### src/pkg/vsp_cfg.svh
`ifndef VSP_CFG_SVH
`define VSP_CFG_SVH

// Register offsets inside the upstream port
`define VSP_ADDR_W         12
`define VSP_OFS_OUT_DATA   12'hA68
`define VSP_OFS_IRQ_LEVEL  12'hA6C
`define VSP_OFS_IRQ_STATE  12'hA70

// Slot and pin counts, field layout
`define VSP_SLOT_NUM       8
`define VSP_PIN_NUM        8
`define VSP_FIELD_W        8
`define VSP_OWNER_W        4
`define VSP_SLOT_W         3

// Direction bit of slot n sits at BASE + STRIDE * n
`define VSP_DIR_BIT_BASE   2
`define VSP_DIR_BIT_STRIDE 3

// Reset values
`define VSP_RST_OUT_DATA   8'h00
`define VSP_RST_IRQ_LEVEL  8'h00
`define VSP_RST_IRQ_STATE  8'h00
`define VSP_RST_RD_DATA    32'h0000_0000

// Switch number of this upstream port; value is arbitrary
`define VSP_VS_ID_DEF      4'h0

`endif

### src/pkg/vsp_pkg.sv
`include "vsp_cfg.svh"

package vsp_pkg;

	// One register access from the upstream port
	typedef struct packed
	{
		logic                      wr;
		logic                      rd;
		logic [`VSP_ADDR_W-1:0]    addr;
		logic [3:0]                be;
		logic [31:0]               wdata;
	} vsp_reg_req_t;

	// Assignment of one physical pin to a switch and a slot
	typedef struct packed
	{
		logic                      valid;
		logic [`VSP_OWNER_W-1:0]   owner;
		logic [`VSP_SLOT_W-1:0]    slot;
	} vsp_pin_map_t;

endpackage

### src/verilog/vsp_pin_sync.sv
`timescale 1ns/1ps

module vsp_pin_sync
#(
	parameter int WIDTH = 8
)
(
	input  wire logic             sys_clk_i,
	input  wire logic             rst_n_i,
	input  wire logic [WIDTH-1:0] pin_i,
	output logic      [WIDTH-1:0] level_o
);
	import vsp_pkg::*;

	logic [WIDTH-1:0] stage1;
	logic [WIDTH-1:0] stage2;
	logic [WIDTH-1:0] stage3;
	logic [WIDTH-1:0] next_level;

	// Level moves only when the second and third stages agree;
	// stage1 feeds stage2 alone to keep metastability contained
	always_comb
	begin
		for (int b = 0; b < WIDTH; b++)
		begin
			if (stage2[b] == stage3[b])
				next_level[b] = stage3[b];
			else
				next_level[b] = level_o[b];
		end
	end

	// Three-stage chain and filtered level
	always_ff @(posedge sys_clk_i or negedge rst_n_i)
	begin
		if (!rst_n_i)
		begin
			stage1  <= '0;
			stage2  <= '0;
			stage3  <= '0;
			level_o <= '0;
		end
		else
		begin
			stage1  <= pin_i;
			stage2  <= stage1;
			stage3  <= stage2;
			level_o <= next_level;
		end
	end
endmodule

### src/verilog/vsp_pin_map.sv
`timescale 1ns/1ps
`include "vsp_cfg.svh"

module vsp_pin_map
#(
	parameter int                      SLOT_NUM = `VSP_SLOT_NUM,
	parameter int                      PIN_NUM  = `VSP_PIN_NUM,
	parameter logic [`VSP_OWNER_W-1:0] VS_ID    = `VSP_VS_ID_DEF
)
(
	input  vsp_pkg::vsp_pin_map_t [PIN_NUM-1:0] pin_map_i,
	input  wire logic [PIN_NUM-1:0]             pin_level_i,
	output logic      [PIN_NUM-1:0]             pin_owned_o,
	output logic      [SLOT_NUM-1:0]            slot_valid_o,
	output logic      [SLOT_NUM-1:0]            slot_level_o
);
	import vsp_pkg::*;

	// A pin belongs here only when its single owner field names us,
	// so no pin can ever be seen by two switches at once
	always_comb
	begin
		for (int p = 0; p < PIN_NUM; p++)
			pin_owned_o[p] = pin_map_i[p].valid &&
				(pin_map_i[p].owner == VS_ID);
	end

	// Slot view hides the physical pin; lowest pin wins on a clash
	genvar s;
	generate
		for (s = 0; s < SLOT_NUM; s++)
		begin : g_slot
			always_comb
			begin
				slot_valid_o[s] = 1'b0;
				slot_level_o[s] = 1'b0;
				for (int p = PIN_NUM - 1; p >= 0; p--)
				begin
					if (pin_owned_o[p] &&
						(int'(pin_map_i[p].slot) == s))
					begin
						slot_valid_o[s] = 1'b1;
						slot_level_o[s] = pin_level_i[p];
					end
				end
			end
		end
	endgenerate
endmodule

### src/verilog/vsp_shadow_pins.sv
`timescale 1ns/1ps
`include "vsp_cfg.svh"

module vsp_shadow_pins
#(
	parameter int                      SLOT_NUM = `VSP_SLOT_NUM,
	parameter int                      PIN_NUM  = `VSP_PIN_NUM,
	parameter logic [`VSP_OWNER_W-1:0] VS_ID    = `VSP_VS_ID_DEF
)
(
	input  wire logic                           sys_clk_i,
	input  wire logic                           rst_n_i,
	input  vsp_pkg::vsp_reg_req_t               reg_req_i,
	output logic                                rd_ack_o,
	output logic                                rd_hit_o,
	output logic      [31:0]                    rd_data_o,
	input  wire logic [31:0]                    dir_cfg_i,
	input  wire logic [SLOT_NUM-1:0]            irq_mask_i,
	input  vsp_pkg::vsp_pin_map_t [PIN_NUM-1:0] pin_map_i,
	input  wire logic [PIN_NUM-1:0]             pin_in_i,
	output logic      [PIN_NUM-1:0]             pin_out_o,
	output logic      [PIN_NUM-1:0]             pin_oe_o,
	output logic      [SLOT_NUM-1:0]            irq_state_o
);
	import vsp_pkg::*;

	logic [SLOT_NUM-1:0] out_data;
	logic [SLOT_NUM-1:0] irq_level;
	logic [SLOT_NUM-1:0] next_out_data;
	logic [SLOT_NUM-1:0] next_irq_level;
	logic [SLOT_NUM-1:0] next_irq_state;
	logic [SLOT_NUM-1:0] slot_dir_out;
	logic [SLOT_NUM-1:0] slot_valid;
	logic [SLOT_NUM-1:0] slot_level;
	logic [SLOT_NUM-1:0] slot_active;
	logic [PIN_NUM-1:0]  pin_level;
	logic [PIN_NUM-1:0]  pin_owned;
	logic [PIN_NUM-1:0]  next_pin_out;
	logic [PIN_NUM-1:0]  next_pin_oe;
	logic                wr_out;
	logic                wr_level;
	logic                next_rd_ack;
	logic                next_rd_hit;
	logic [31:0]         next_rd_data;

	// Pin inputs come from the board and need the filtered chain
	vsp_pin_sync
	#(
		.WIDTH (PIN_NUM)
	)
	u_sync
	(
		.sys_clk_i (sys_clk_i),
		.rst_n_i   (rst_n_i),
		.pin_i     (pin_in_i),
		.level_o   (pin_level)
	);

	// eight slots only
	// Ownership check and physical-to-slot translation
	vsp_pin_map
	#(
		.SLOT_NUM (SLOT_NUM),
		.PIN_NUM  (PIN_NUM),
		.VS_ID    (VS_ID)
	)
	u_map
	(
		.pin_map_i    (pin_map_i),
		.pin_level_i  (pin_level),
		.pin_owned_o  (pin_owned),
		.slot_valid_o (slot_valid),
		.slot_level_o (slot_level)
	);

	// direction bit select
	// Slot n reads bit 3n+2 of the neighbouring direction register
	genvar s;
	generate
		for (s = 0; s < SLOT_NUM; s++)
		begin : g_dir
			assign slot_dir_out[s] =
				dir_cfg_i[`VSP_DIR_BIT_BASE + `VSP_DIR_BIT_STRIDE * s];
		end
	endgenerate

	// Write strobes; only byte lane 0 holds live bits
	assign wr_out   = reg_req_i.wr && reg_req_i.be[0] &&
		(reg_req_i.addr == `VSP_OFS_OUT_DATA);
	assign wr_level = reg_req_i.wr && reg_req_i.be[0] &&
		(reg_req_i.addr == `VSP_OFS_IRQ_LEVEL);

	always_comb
	begin
		next_out_data  = out_data;
		next_irq_level = irq_level;
		if (wr_out)
			next_out_data = reg_req_i.wdata[SLOT_NUM-1:0];
		if (wr_level)
			next_irq_level = reg_req_i.wdata[SLOT_NUM-1:0];
	end

	// Software-loaded settings
	always_ff @(posedge sys_clk_i or negedge rst_n_i)
	begin
		if (!rst_n_i)
		begin
			out_data  <= `VSP_RST_OUT_DATA;
			irq_level <= `VSP_RST_IRQ_LEVEL;
		end
		else
		begin
			out_data  <= next_out_data;
			irq_level <= next_irq_level;
		end
	end

	// polarity applied
	// Unassigned slots never look active
	assign slot_active = slot_valid & ~(slot_level ^ irq_level);

	// frozen while masked
	// No latching: the bit tracks the pin, so it needs no clear path
	always_comb
	begin
		for (int i = 0; i < SLOT_NUM; i++)
		begin
			if (irq_mask_i[i])
				next_irq_state[i] = irq_state_o[i];
			else
				next_irq_state[i] = slot_active[i];
		end
	end

	always_ff @(posedge sys_clk_i or negedge rst_n_i)
	begin
		if (!rst_n_i)
			irq_state_o <= `VSP_RST_IRQ_STATE;
		else
			irq_state_o <= next_irq_state;
	end

	// only owned pins driven
	// Built from the next data so the pin moves on the write edge
	always_comb
	begin
		for (int p = 0; p < PIN_NUM; p++)
		begin
			next_pin_oe[p]  = pin_owned[p] &&
				slot_dir_out[pin_map_i[p].slot];
			next_pin_out[p] = next_pin_oe[p] &&
				next_out_data[pin_map_i[p].slot];
		end
	end

	// Registered pin drivers
	always_ff @(posedge sys_clk_i or negedge rst_n_i)
	begin
		if (!rst_n_i)
		begin
			pin_out_o <= '0;
			pin_oe_o  <= '0;
		end
		else
		begin
			pin_out_o <= next_pin_out;
			pin_oe_o  <= next_pin_oe;
		end
	end

	always_comb
	begin
		next_rd_ack  = reg_req_i.rd;
		next_rd_hit  = 1'b0;
		next_rd_data = `VSP_RST_RD_DATA;
		if (!reg_req_i.rd)
			next_rd_hit = 1'b0;
		else if (reg_req_i.addr == `VSP_OFS_OUT_DATA)
		begin
			next_rd_hit                 = 1'b1;
			next_rd_data[SLOT_NUM-1:0]  = out_data;
		end
		else if (reg_req_i.addr == `VSP_OFS_IRQ_LEVEL)
		begin
			next_rd_hit                 = 1'b1;
			next_rd_data[SLOT_NUM-1:0]  = irq_level;
		end
		else if (reg_req_i.addr == `VSP_OFS_IRQ_STATE)
		begin
			next_rd_hit                 = 1'b1;
			next_rd_data[SLOT_NUM-1:0]  = irq_state_o;
		end
	end

	// Read answer one cycle after the request
	always_ff @(posedge sys_clk_i or negedge rst_n_i)
	begin
		if (!rst_n_i)
		begin
			rd_ack_o  <= 1'b0;
			rd_hit_o  <= 1'b0;
			rd_data_o <= `VSP_RST_RD_DATA;
		end
		else
		begin
			rd_ack_o  <= next_rd_ack;
			rd_hit_o  <= next_rd_hit;
			rd_data_o <= next_rd_data;
		end
	end

	out_write_a:
	assert property (@(posedge sys_clk_i) disable iff (!rst_n_i)
		wr_out |=> out_data == $past(reg_req_i.wdata[SLOT_NUM-1:0]))
	else $error("output data write not stored");

	level_write_a:
	assert property (@(posedge sys_clk_i) disable iff (!rst_n_i)
		wr_level |=> irq_level == $past(reg_req_i.wdata[SLOT_NUM-1:0]))
	else $error("level select write not stored");

	upper_zero_a:
	assert property (@(posedge sys_clk_i) disable iff (!rst_n_i)
		rd_ack_o |-> rd_data_o[31:SLOT_NUM] == '0)
	else $error("upper read bits not zero");

	read_state_a:
	assert property (@(posedge sys_clk_i) disable iff (!rst_n_i)
		reg_req_i.rd && reg_req_i.addr == `VSP_OFS_IRQ_STATE
		|=> rd_ack_o && rd_hit_o &&
		rd_data_o[SLOT_NUM-1:0] == $past(irq_state_o))
	else $error("state read returned wrong value");

	mask_hold_a:
	assert property (@(posedge sys_clk_i) disable iff (!rst_n_i)
		##1 ((irq_state_o ^ $past(irq_state_o)) &
		$past(irq_mask_i)) == '0)
	else $error("masked state bit changed");

	state_ro_a:
	assert property (@(posedge sys_clk_i) disable iff (!rst_n_i)
		reg_req_i.wr && reg_req_i.addr == `VSP_OFS_IRQ_STATE &&
		(&irq_mask_i) |=> $stable(irq_state_o))
	else $error("state bits written by software");

	generate
		for (s = 0; s < SLOT_NUM; s++)
		begin : g_chk_slot
			state_follow_a:
			assert property (@(posedge sys_clk_i)
				disable iff (!rst_n_i)
				!irq_mask_i[s] && slot_valid[s] &&
				slot_level[s] == irq_level[s]
				|=> irq_state_o[s])
			else $error("active unmasked slot not reported");

			state_clear_a:
			assert property (@(posedge sys_clk_i)
				disable iff (!rst_n_i)
				!irq_mask_i[s] &&
				(!slot_valid[s] || slot_level[s] != irq_level[s])
				|=> !irq_state_o[s])
			else $error("inactive unmasked slot not cleared");
		end
	endgenerate

	generate
		for (genvar p = 0; p < PIN_NUM; p++)
		begin : g_chk_pin
			pin_drive_a:
			assert property (@(posedge sys_clk_i)
				disable iff (!rst_n_i)
				pin_owned[p] && slot_dir_out[pin_map_i[p].slot]
				|=> pin_oe_o[p] && pin_out_o[p] ==
				out_data[$past(pin_map_i[p].slot)])
			else $error("output slot not driven onto pin");

			pin_foreign_a:
			assert property (@(posedge sys_clk_i)
				disable iff (!rst_n_i)
				!pin_owned[p] |=> !pin_oe_o[p] && !pin_out_o[p])
			else $error("pin of another switch driven");
		end
	endgenerate
endmodule

### config.mk
export PLATFORM = sky130hd
export DESIGN_NAME = vsp_shadow_pins
export DESIGN_NICKNAME = d
export VERILOG_FILES = /design/src/pkg/vsp_pkg.sv /design/src/verilog/vsp_pin_sync.sv /design/src/verilog/vsp_pin_map.sv /design/src/verilog/vsp_shadow_pins.sv
export VERILOG_INCLUDE_DIRS = /design/src /design/src/pkg
export SDC_FILE = /design/constraint.sdc
export NUM_CORES = 1
export LEC_CHECK = 0
export ABC_AREA = 1
export ABC_CLOCK_PERIOD_IN_PS = 2300
export BUFFER_PORTS_ARGS = -buffer_cell sky130_fd_sc_hd__buf_2
export CORE_ASPECT_RATIO = 1.5
export CORE_MARGIN = 4
export CORE_UTILIZATION = 25
export DETAILED_ROUTE_END_ITERATION = 8
export HOLD_SLACK_MARGIN = 0.08
export PLACE_DENSITY_LB_ADDON = 0.3
export SLEW_MARGIN = 10
export SYNTH_ARGS = -nofsm -noshare
export SYNTH_HDL_FRONTEND = slang
export SYNTH_SLANG_ARGS = --single-unit
### constraint.sdc
create_clock -name sys_clk_i -period 2.3 [get_ports sys_clk_i]
set_input_delay 0 -clock sys_clk_i [delete_from_list [all_inputs] [get_ports sys_clk_i]]
set_output_delay 0 -clock sys_clk_i [all_outputs]
set_load 0.01 [all_outputs]
==> results of run 1 <==
## cell families after synthesis
family / Yosys count / share of synthesized area, %
simple gates: 381 / 30.8
buf+inv: 178 / 13.7
compound gates: 155 / 16.9
flops: 82 / 36.7
fa+ha+maj: 8 / 1.43
mux: 2 / 0.403
other cells: 1 / 0.0671
## sequential cells by signal, indices dropped and copies added, names as in the netlist, 8 cells and up
name,flops
irq_level,8
irq_state_o,8
out_data,8
pin_oe_o,8
pin_out_o,8
rd_data_o,8
u_sync.level_o,8
u_sync.stage1,8
u_sync.stage2,8
u_sync.stage3,8
## final cells by class
class | count | area share [%]
well taps | 272 | 4.72
clock buffers | 9 | 3.12
repair buffers | 186 | 15.6
multi-input cells | 570 | 39.7
inverters | 144 | 7.53
flip-flops and latches | 82 | 28.5
clock inverters | 7 | 0.885
## through the flow
step | cell area [um2] | worst slack (ps) | power, W | cells | utilization [%]
3_3_place_gp | 6600 | 428 | 0.00204 | 1222 | 30.2
2_1_floorplan | 5680 | 931 | 0.00182 | 830 | -
5_1_grt | 7210 | 8.21 | 0.00365 | 1270 | 33.0
3_5_place_dp | 6600 | 402 | 0.00205 | 1222 | 30.2
4_1_cts | 7210 | 105 | 0.00353 | 1270 | 33.0
6_report | 7210 | 100 | 0.00348 | 1270 | 33.0
## cell usage in the layout, fill, tap and decap left out, types with 24 or more instances in the layout
cell / synthesis / final
nor2_1: 83 / 83
o21ai_0: 53 / 53
nand2_1: 149 / 149
conb_1: 1 / 24
dfrtp_1: 82 / 82
nand3_1: 84 / 84
inv_1: 141 / 141
o22ai_1: 37 / 37
buf_2: 2 / 145
dlygate4sd3_1: 0 / 32
## synth_stat cells (all sizes together)
cell type / number / area [um2]
o221ai: 4 / 35.0
a31oi: 4 / 25.0
o21a: 1 / 7.51
buf: 26 / 190
nand4: 19 / 119
nand3b: 2 / 15.0
a211o: 7 / 61.3
nor4b: 1 / 8.76
maj3: 8 / 80.1
dfrtp: 82 / 2050
clkbuf: 8 / 30.0
or2: 2 / 15.0
o2111ai: 1 / 8.76
o211a: 4 / 40.0
inv: 143 / 539
nand2: 156 / 608
nor3b: 2 / 15.0
nor3: 23 / 136
nor4: 4 / 25.0
a41oi: 1 / 8.76
o22ai: 37 / 231
nor2: 87 / 355
conb: 1 / 3.75
a21oi: 19 / 95.1
nand3: 84 / 420
o211ai: 11 / 82.6
o21bai: 3 / 22.5
and3: 1 / 6.26
o21ai: 63 / 327
clkinv: 1 / 3.75
mux2: 2 / 22.5
## worst max-delay path, stage by stage
cell and delay (ps):
dlygate4sd3_1 540, buf_2 120, nor3_2 430, dlygate4sd3_1 630
nand3_1 70, dlygate4sd3_1 580, nor2_1 110
## layer usage
metal  up-vias  share of wire, %
li1       3007                 -
met5         -                 0
met4         0               3.8
met1      2714                37
met2       299                51
met3        49               8.7
## path summary, 6_finish.rpt
check / startpoint / endpoint / slack (ps) / cells past startpoint
min reg2reg: u_sync.stage1[7] / u_sync.stage2[7] / 350 / 0
min in group asynchronous: rst_n_i / u_sync.stage3[1] / 180 / 2
max in group asynchronous: rst_n_i / rd_data_o[7] / 1510 / 3
max reg2reg: u_sync.level_o[7] / irq_state_o[7] / 750 / 11
max: pin_map_i[11] / pin_out_o[1] / 100 / 7
min: pin_map_i[42] / pin_oe_o[5] / 100 / 3
## where the power goes
part	switching [W]	total, W	internal (W)	leakage (nW)
sequential	0.0000461	0.00153	0.00148	1.04
clock	0.000672	0.00143	0.000753	0.140
combinational	0.000324	0.000532	0.000208	2.61
==> impl_metrics.py, run 1 <==
metrics = {
    "status": {
        "status": "completed",
    },
    "pwr": {
        "leakage_nw": 3.79,
        "ir_drop_mv": 0.345,
        "power_density_mw_per_mm2": 483,
    },
    "min_path": {
        "hp-class": "input pin to flip-flop",
    },
    "finish": {
        "seq_area_mm2": 0.00205,
        "fillers": 2354,
        "area_growth_pct": 29.0,
        "diodes": 0,
        "finalNetCount": 1157,
        "multi_input_area_mm2": 0.00286,
        "drive_above_1_share_pct": 19.1,
    },
    "sta": {
        "fin_crit_sh_pct": 95.6,
        "rsz0062_at_grt": "false",
        "finalSetupViolCount": 0,
        "final_hold_viol_count": 0,
        "hold_ws_ps": 95.7,
        "setup_tns_ps": 0,
        "finClkSkew_ps": 7.80,
        "fmax_mhz": 455,
        "tightest_slew_ps": 555,
        "finalMaxSlewViolations": 0,
        "max-slew-margin-rel_pct": 62.7,
        "period_needed_ps": 2200,
    },
    "clocking": {
        "ctsResizeCount": 0,
        "numCtsBuffers": 9,
        "tritoncts": "yes",
        "clock_sinks": 82,
        "path_clk_slew_ps": 70,
        "worstSkewPairLatency_ps": 350,
        "cts_setup_buffers": 0,
        "clock_path_buffers": 2,
        "ctsHoldBuffers": 32,
        "cts_root_buffer": "clkbuf_16",
        "htreeDepth": 3,
    },
    "critical_path": {
        "start_kind": "input pin",
        "worstSetupPathType": "input pin to flip-flop",
        "cp.arrival_ps": 2480,
        "critPathRequiredTime_ps": 2580,
        "crit_fanout": 9,
        "endpoint_kind": "flip-flop",
    },
    "routing": {
        "vias": 6069,
        "drt-pass1-iter-count": 6,
        "drtIter0Drc": 569,
        "wirelength_um": 21100,
        "vias_per_cell": 4.78,
        "ant_nets": 0,
        "wl_per_cell_um": 16.6,
        "drc": 0,
    },
    "placed_design": {
        "routabilityCongestion": 0.942,
        "hpwl_um": 16700,
        "port_buffers": 146,
    },
    "global_routing": {
        "overflow": 0,
        "grt_pass1_vias": 5703,
        "gr-usage-all-layers_pct": 16.9,
        "grt_max_degree": 41,
        "grt_util_met1_pct": 19.5,
        "grt_busiest_layer": "met2",
        "met3_usage_pct": 3.08,
        "grt_pass1_wl_um": 32000,
        "grtUsageMet2_pct": 30.1,
        "antenna_found_initial": 0,
    },
    "yosys": {
        "syn_area_mm2": 0.00559,
        "synth_seq_area_share_pct": 36.7,
        "ys_types": 44,
        "avgSynthCellArea_um2": 6.93,
        "synthCells": 807,
        "synth_seq_cells": 82,
        "ys_warn_count": 0,
    },
    "die": {
        "dieArea_mm2": 0.0249,
        "die_h_um": 191,
        "start_util_pct": 25.5,
        "core_area_mm2": 0.0219,
        "pin_count": 222,
        "std_cell_rows": 66,
        "die_x_um": 130,
    },
    "flow_run": {
        "drv_cap": 0,
    },
}
Power figures use the tool's default switching activity.
==> run 2, diff against run 1 <==
--- a/config.mk
+++ b/config.mk
@@ -18,4 +18,5 @@
 export SLEW_MARGIN = 10
 export SYNTH_ARGS = -nofsm -noshare
 export SYNTH_HDL_FRONTEND = slang
+export SYNTH_HIERARCHICAL = 1
 export SYNTH_SLANG_ARGS = --single-unit
==> run 2 against run 1 <==
Against the previous run:
- final cell count up 16%
- hold slack better by 0.86 ps
- fmax increased by 23%
- critical endpoint is now irq_state_o[6]
- largest power group unchanged
==> impl_metrics.py, run 2 <==
metrics = {
    "finish": {
        "diodes": 0,
        "layout_commonest_cell": "nand2_1",
        "area_growth_pct": 25.9,
        "drive_above_1_share_pct": 18.5,
        "finalNetCount": 1309,
        "design_area_mm2": 0.00793,
        "layout_common_cells": "nand2_1, buf_2, inv_1",
        "fillers": 2713,
    },
    "critical_path": {
        "critPathRequiredTime_ps": 2570,
        "cpMostUsedCell": "nand2_1",
        "cp.arrival_ps": 2060,
        "worstSetupPathType": "input pin to flip-flop",
        "cp_cell_sequence": "dlygate4sd3_1 -> buf_2 -> inv_1 -> nor2_2 -> nand2_1 -> nand3_1 -> nand2_1 -> nand2_1 -> nand2_1 -> nand2_1 -> nand2_1 -> a21oi_2 -> nor2_1 -> o31ai_1",
        "cp_num_buf_inv": 3,
        "cp_top_family": "buffers and inverters",
        "reg2reg_to": "irq_state_o[1]",
        "start_kind": "input pin",
        "cpPeakStageDelay_ps": 530,
        "rrSetupSlack_ps": 610,
        "crit_fanout": 6,
        "reg2reg_from": "u_sync/level_o[7]",
        "rr_worst_depth": 11,
        "cp_slowest_cell": "dlygate4sd3_1",
        "worstSetupStartpoint": "pin_map_i[42]",
        "endpoint_kind": "flip-flop",
    },
    "pwr": {
        "ir_drop_mv": 0.355,
        "power_density_mw_per_mm2": 443,
        "leakage_nw": 4.30,
    },
    "routing": {
        "drtIter0Drc": 584,
        "wirelength_um": 23000,
        "ant_nets": 0,
        "vias": 6868,
        "vias_per_cell": 4.66,
        "drc": 0,
        "drt-pass1-iter-count": 6,
        "wl_per_cell_um": 15.6,
    },
    "min_path": {
        "worst_hold_startpoint": "pin_map_i[47]",
        "hold_path_end": "pin_oe_o[5]",
        "hp-class": "input pin to flip-flop",
        "hold_depth": 5,
    },
    "clocking": {
        "worstSkewPairLatency_ps": 360,
        "clock_sinks": 82,
        "htreeDepth": 3,
        "cts_setup_buffers": 0,
        "tritoncts": "yes",
        "cts_root_buffer": "clkbuf_16",
        "path_clk_slew_ps": 70,
        "clock_path_buffers": 2,
        "numCtsBuffers": 9,
    },
    "sta": {
        "rsz0062_at_grt": "false",
        "finClkSkew_ps": 9.45,
        "final_hold_viol_count": 0,
        "period_needed_ps": 1790,
        "fin_crit_sh_pct": 78.0,
        "fmax_mhz": 557,
        "finalMaxSlewViolations": 0,
        "finalSetupViolCount": 0,
        "max-slew-margin-rel_pct": 51.3,
        "tightest_slew_ps": 724,
        "setup_tns_ps": 0,
    },
    "die": {
        "pin_count": 222,
        "core_area_mm2": 0.0246,
        "std_cell_rows": 70,
        "dieArea_mm2": 0.0279,
        "start_util_pct": 25.6,
        "die_h_um": 202,
        "die_x_um": 138,
    },
    "global_routing": {
        "grt_max_degree": 49,
        "overflow": 0,
        "gr-usage-all-layers_pct": 16.1,
        "grt_pass1_vias": 6250,
        "antenna_found_initial": 1,
        "grt_pass1_wl_um": 33900,
    },
    "yosys": {
        "yosys-top-cells-count": "nand2_1, inv_1, nand3_1",
        "avgSynthCellArea_um2": 6.51,
        "synth_seq_area_share_pct": 32.6,
        "ys_warn_count": 6,
        "synthCells": 967,
        "synth_top_area_share_pct": 32.6,
        "syn_area_mm2": 0.00630,
        "synth_seq_cells": 82,
        "yosysTopAreaCell": "dfrtp_1",
        "synth_edf_count": 0,
        "synth_most_common_cell": "nand2_1",
        "ys_types": 44,
        "synth.area.top_cells": "dfrtp_1, nand2_1, nand3_1, inv_1, nor2_1",
        "ys_async_sr_fraction_pct": 100,
        "ys.flop_type": "dfrtp_1",
    },
    "flow_run": {
        "drv_cap": 0,
    },
    "placed_design": {
        "port_buffers": 146,
        "routabilityCongestion": 0.873,
        "post_dp_cell_area_mm2": 0.00730,
        "hpwl_um": 18300,
    },
    "status": {
        "status": "completed",
    },
}
-- run 2: changes by cell type after synthesis, sizes merged, moves of 5 or more --
cell	delta
a21oi	+21
nand3	+50
o22ai	-31
nand2	+63
o21ai	+11
nand4	+5
a211o	-7
maj3	-8
nor3	-17
nor2	+57
-- run 2: kinds of logic (layout without fill, tap and decap cells) --
family / count (synthesis) / after routing / synth area share (%)
DFF: 82 / 82 / 32.6
other: 1 / 24 / 0.0595
AOI/OAI and AO/OA: 156 / 156 / 14.1
and+or+nand+nor: 542 / 542 / 40.5
buffers and inverters: 186 / 346 / 12.7
-- run 2: tightest hold or removal path, stage by stage --
cell and delay (ps):
buf_2 100, nand2_1 90, nor2_4 70, o21ai_0 80, a31oi_1 70
-- run 2: cell type report --
| class | instances | area (um2) | share of cell area [%] |
|---|---|---|---|
| multi-input cells | 722 | 3530 | 44.6 |
| flip-flops and latches | 82 | 2050 | 25.9 |
| repair buffers | 183 | 1110 | 14.0 |
| inverters | 147 | 552 | 6.96 |
| well taps | 324 | 405 | 5.11 |
| clock buffers | 12 | 246 | 3.11 |
| clock inverters | 4 | 27.5 | 0.347 |
-- run 2: layer usage --
metal  up-vias  global-route usage (%)  routed length (um)
met5         -                       0                  13
met4         2                    7.42                 839
met3        52                    2.69                1560
met2       288                    29.0               11700
met1      3052                    18.0                8920
li1       3474                       -                   -
-- run 2: through the flow --
stage,hold WS (ps),setup WS (ps),total power [W],instances,utilization [%]
2_1_floorplan,-296,877,0.00186,990,-
6_report,96.6,505,0.00351,1474,32.2
3_3_place_gp,-0.104,410,0.00210,1423,29.7
5_1_grt,108,309,0.00370,1474,32.2
4_1_cts,86.6,530,0.00357,1474,32.2
3_5_place_dp,8.58,379,0.00211,1423,29.7
-- run 2: timing repair --
action,4_1_cts,5_1_grt
hold buffers,35,0
setup endpoints to repair,0,0
hold endpoints to repair,119,0
gates resized for setup,0,0
-- run 2: worst max-delay path by stage --
stage | endpoint | slack (ps) | depth (start not counted)
6_report | irq_state_o[6] | 510 | 14
3_3_place_gp | irq_state_o[6] | 410 | 13
5_1_grt | irq_state_o[6] | 310 | 14
3_5_place_dp | irq_state_o[5] | 380 | 15
2_1_floorplan | irq_state_o[5] | 880 | 13
4_1_cts | irq_state_o[6] | 530 | 14
-- run 2: where the power goes --
| part | switching (W) | total [W] | internal, W |
|---|---|---|---|
| registers | 0.0000481 | 0.00153 | 0.00148 |
| clock network | 0.000621 | 0.00138 | 0.000760 |
| logic | 0.000382 | 0.000601 | 0.000219 |
| total | 0.00105 | 0.00351 | 0.00246 |
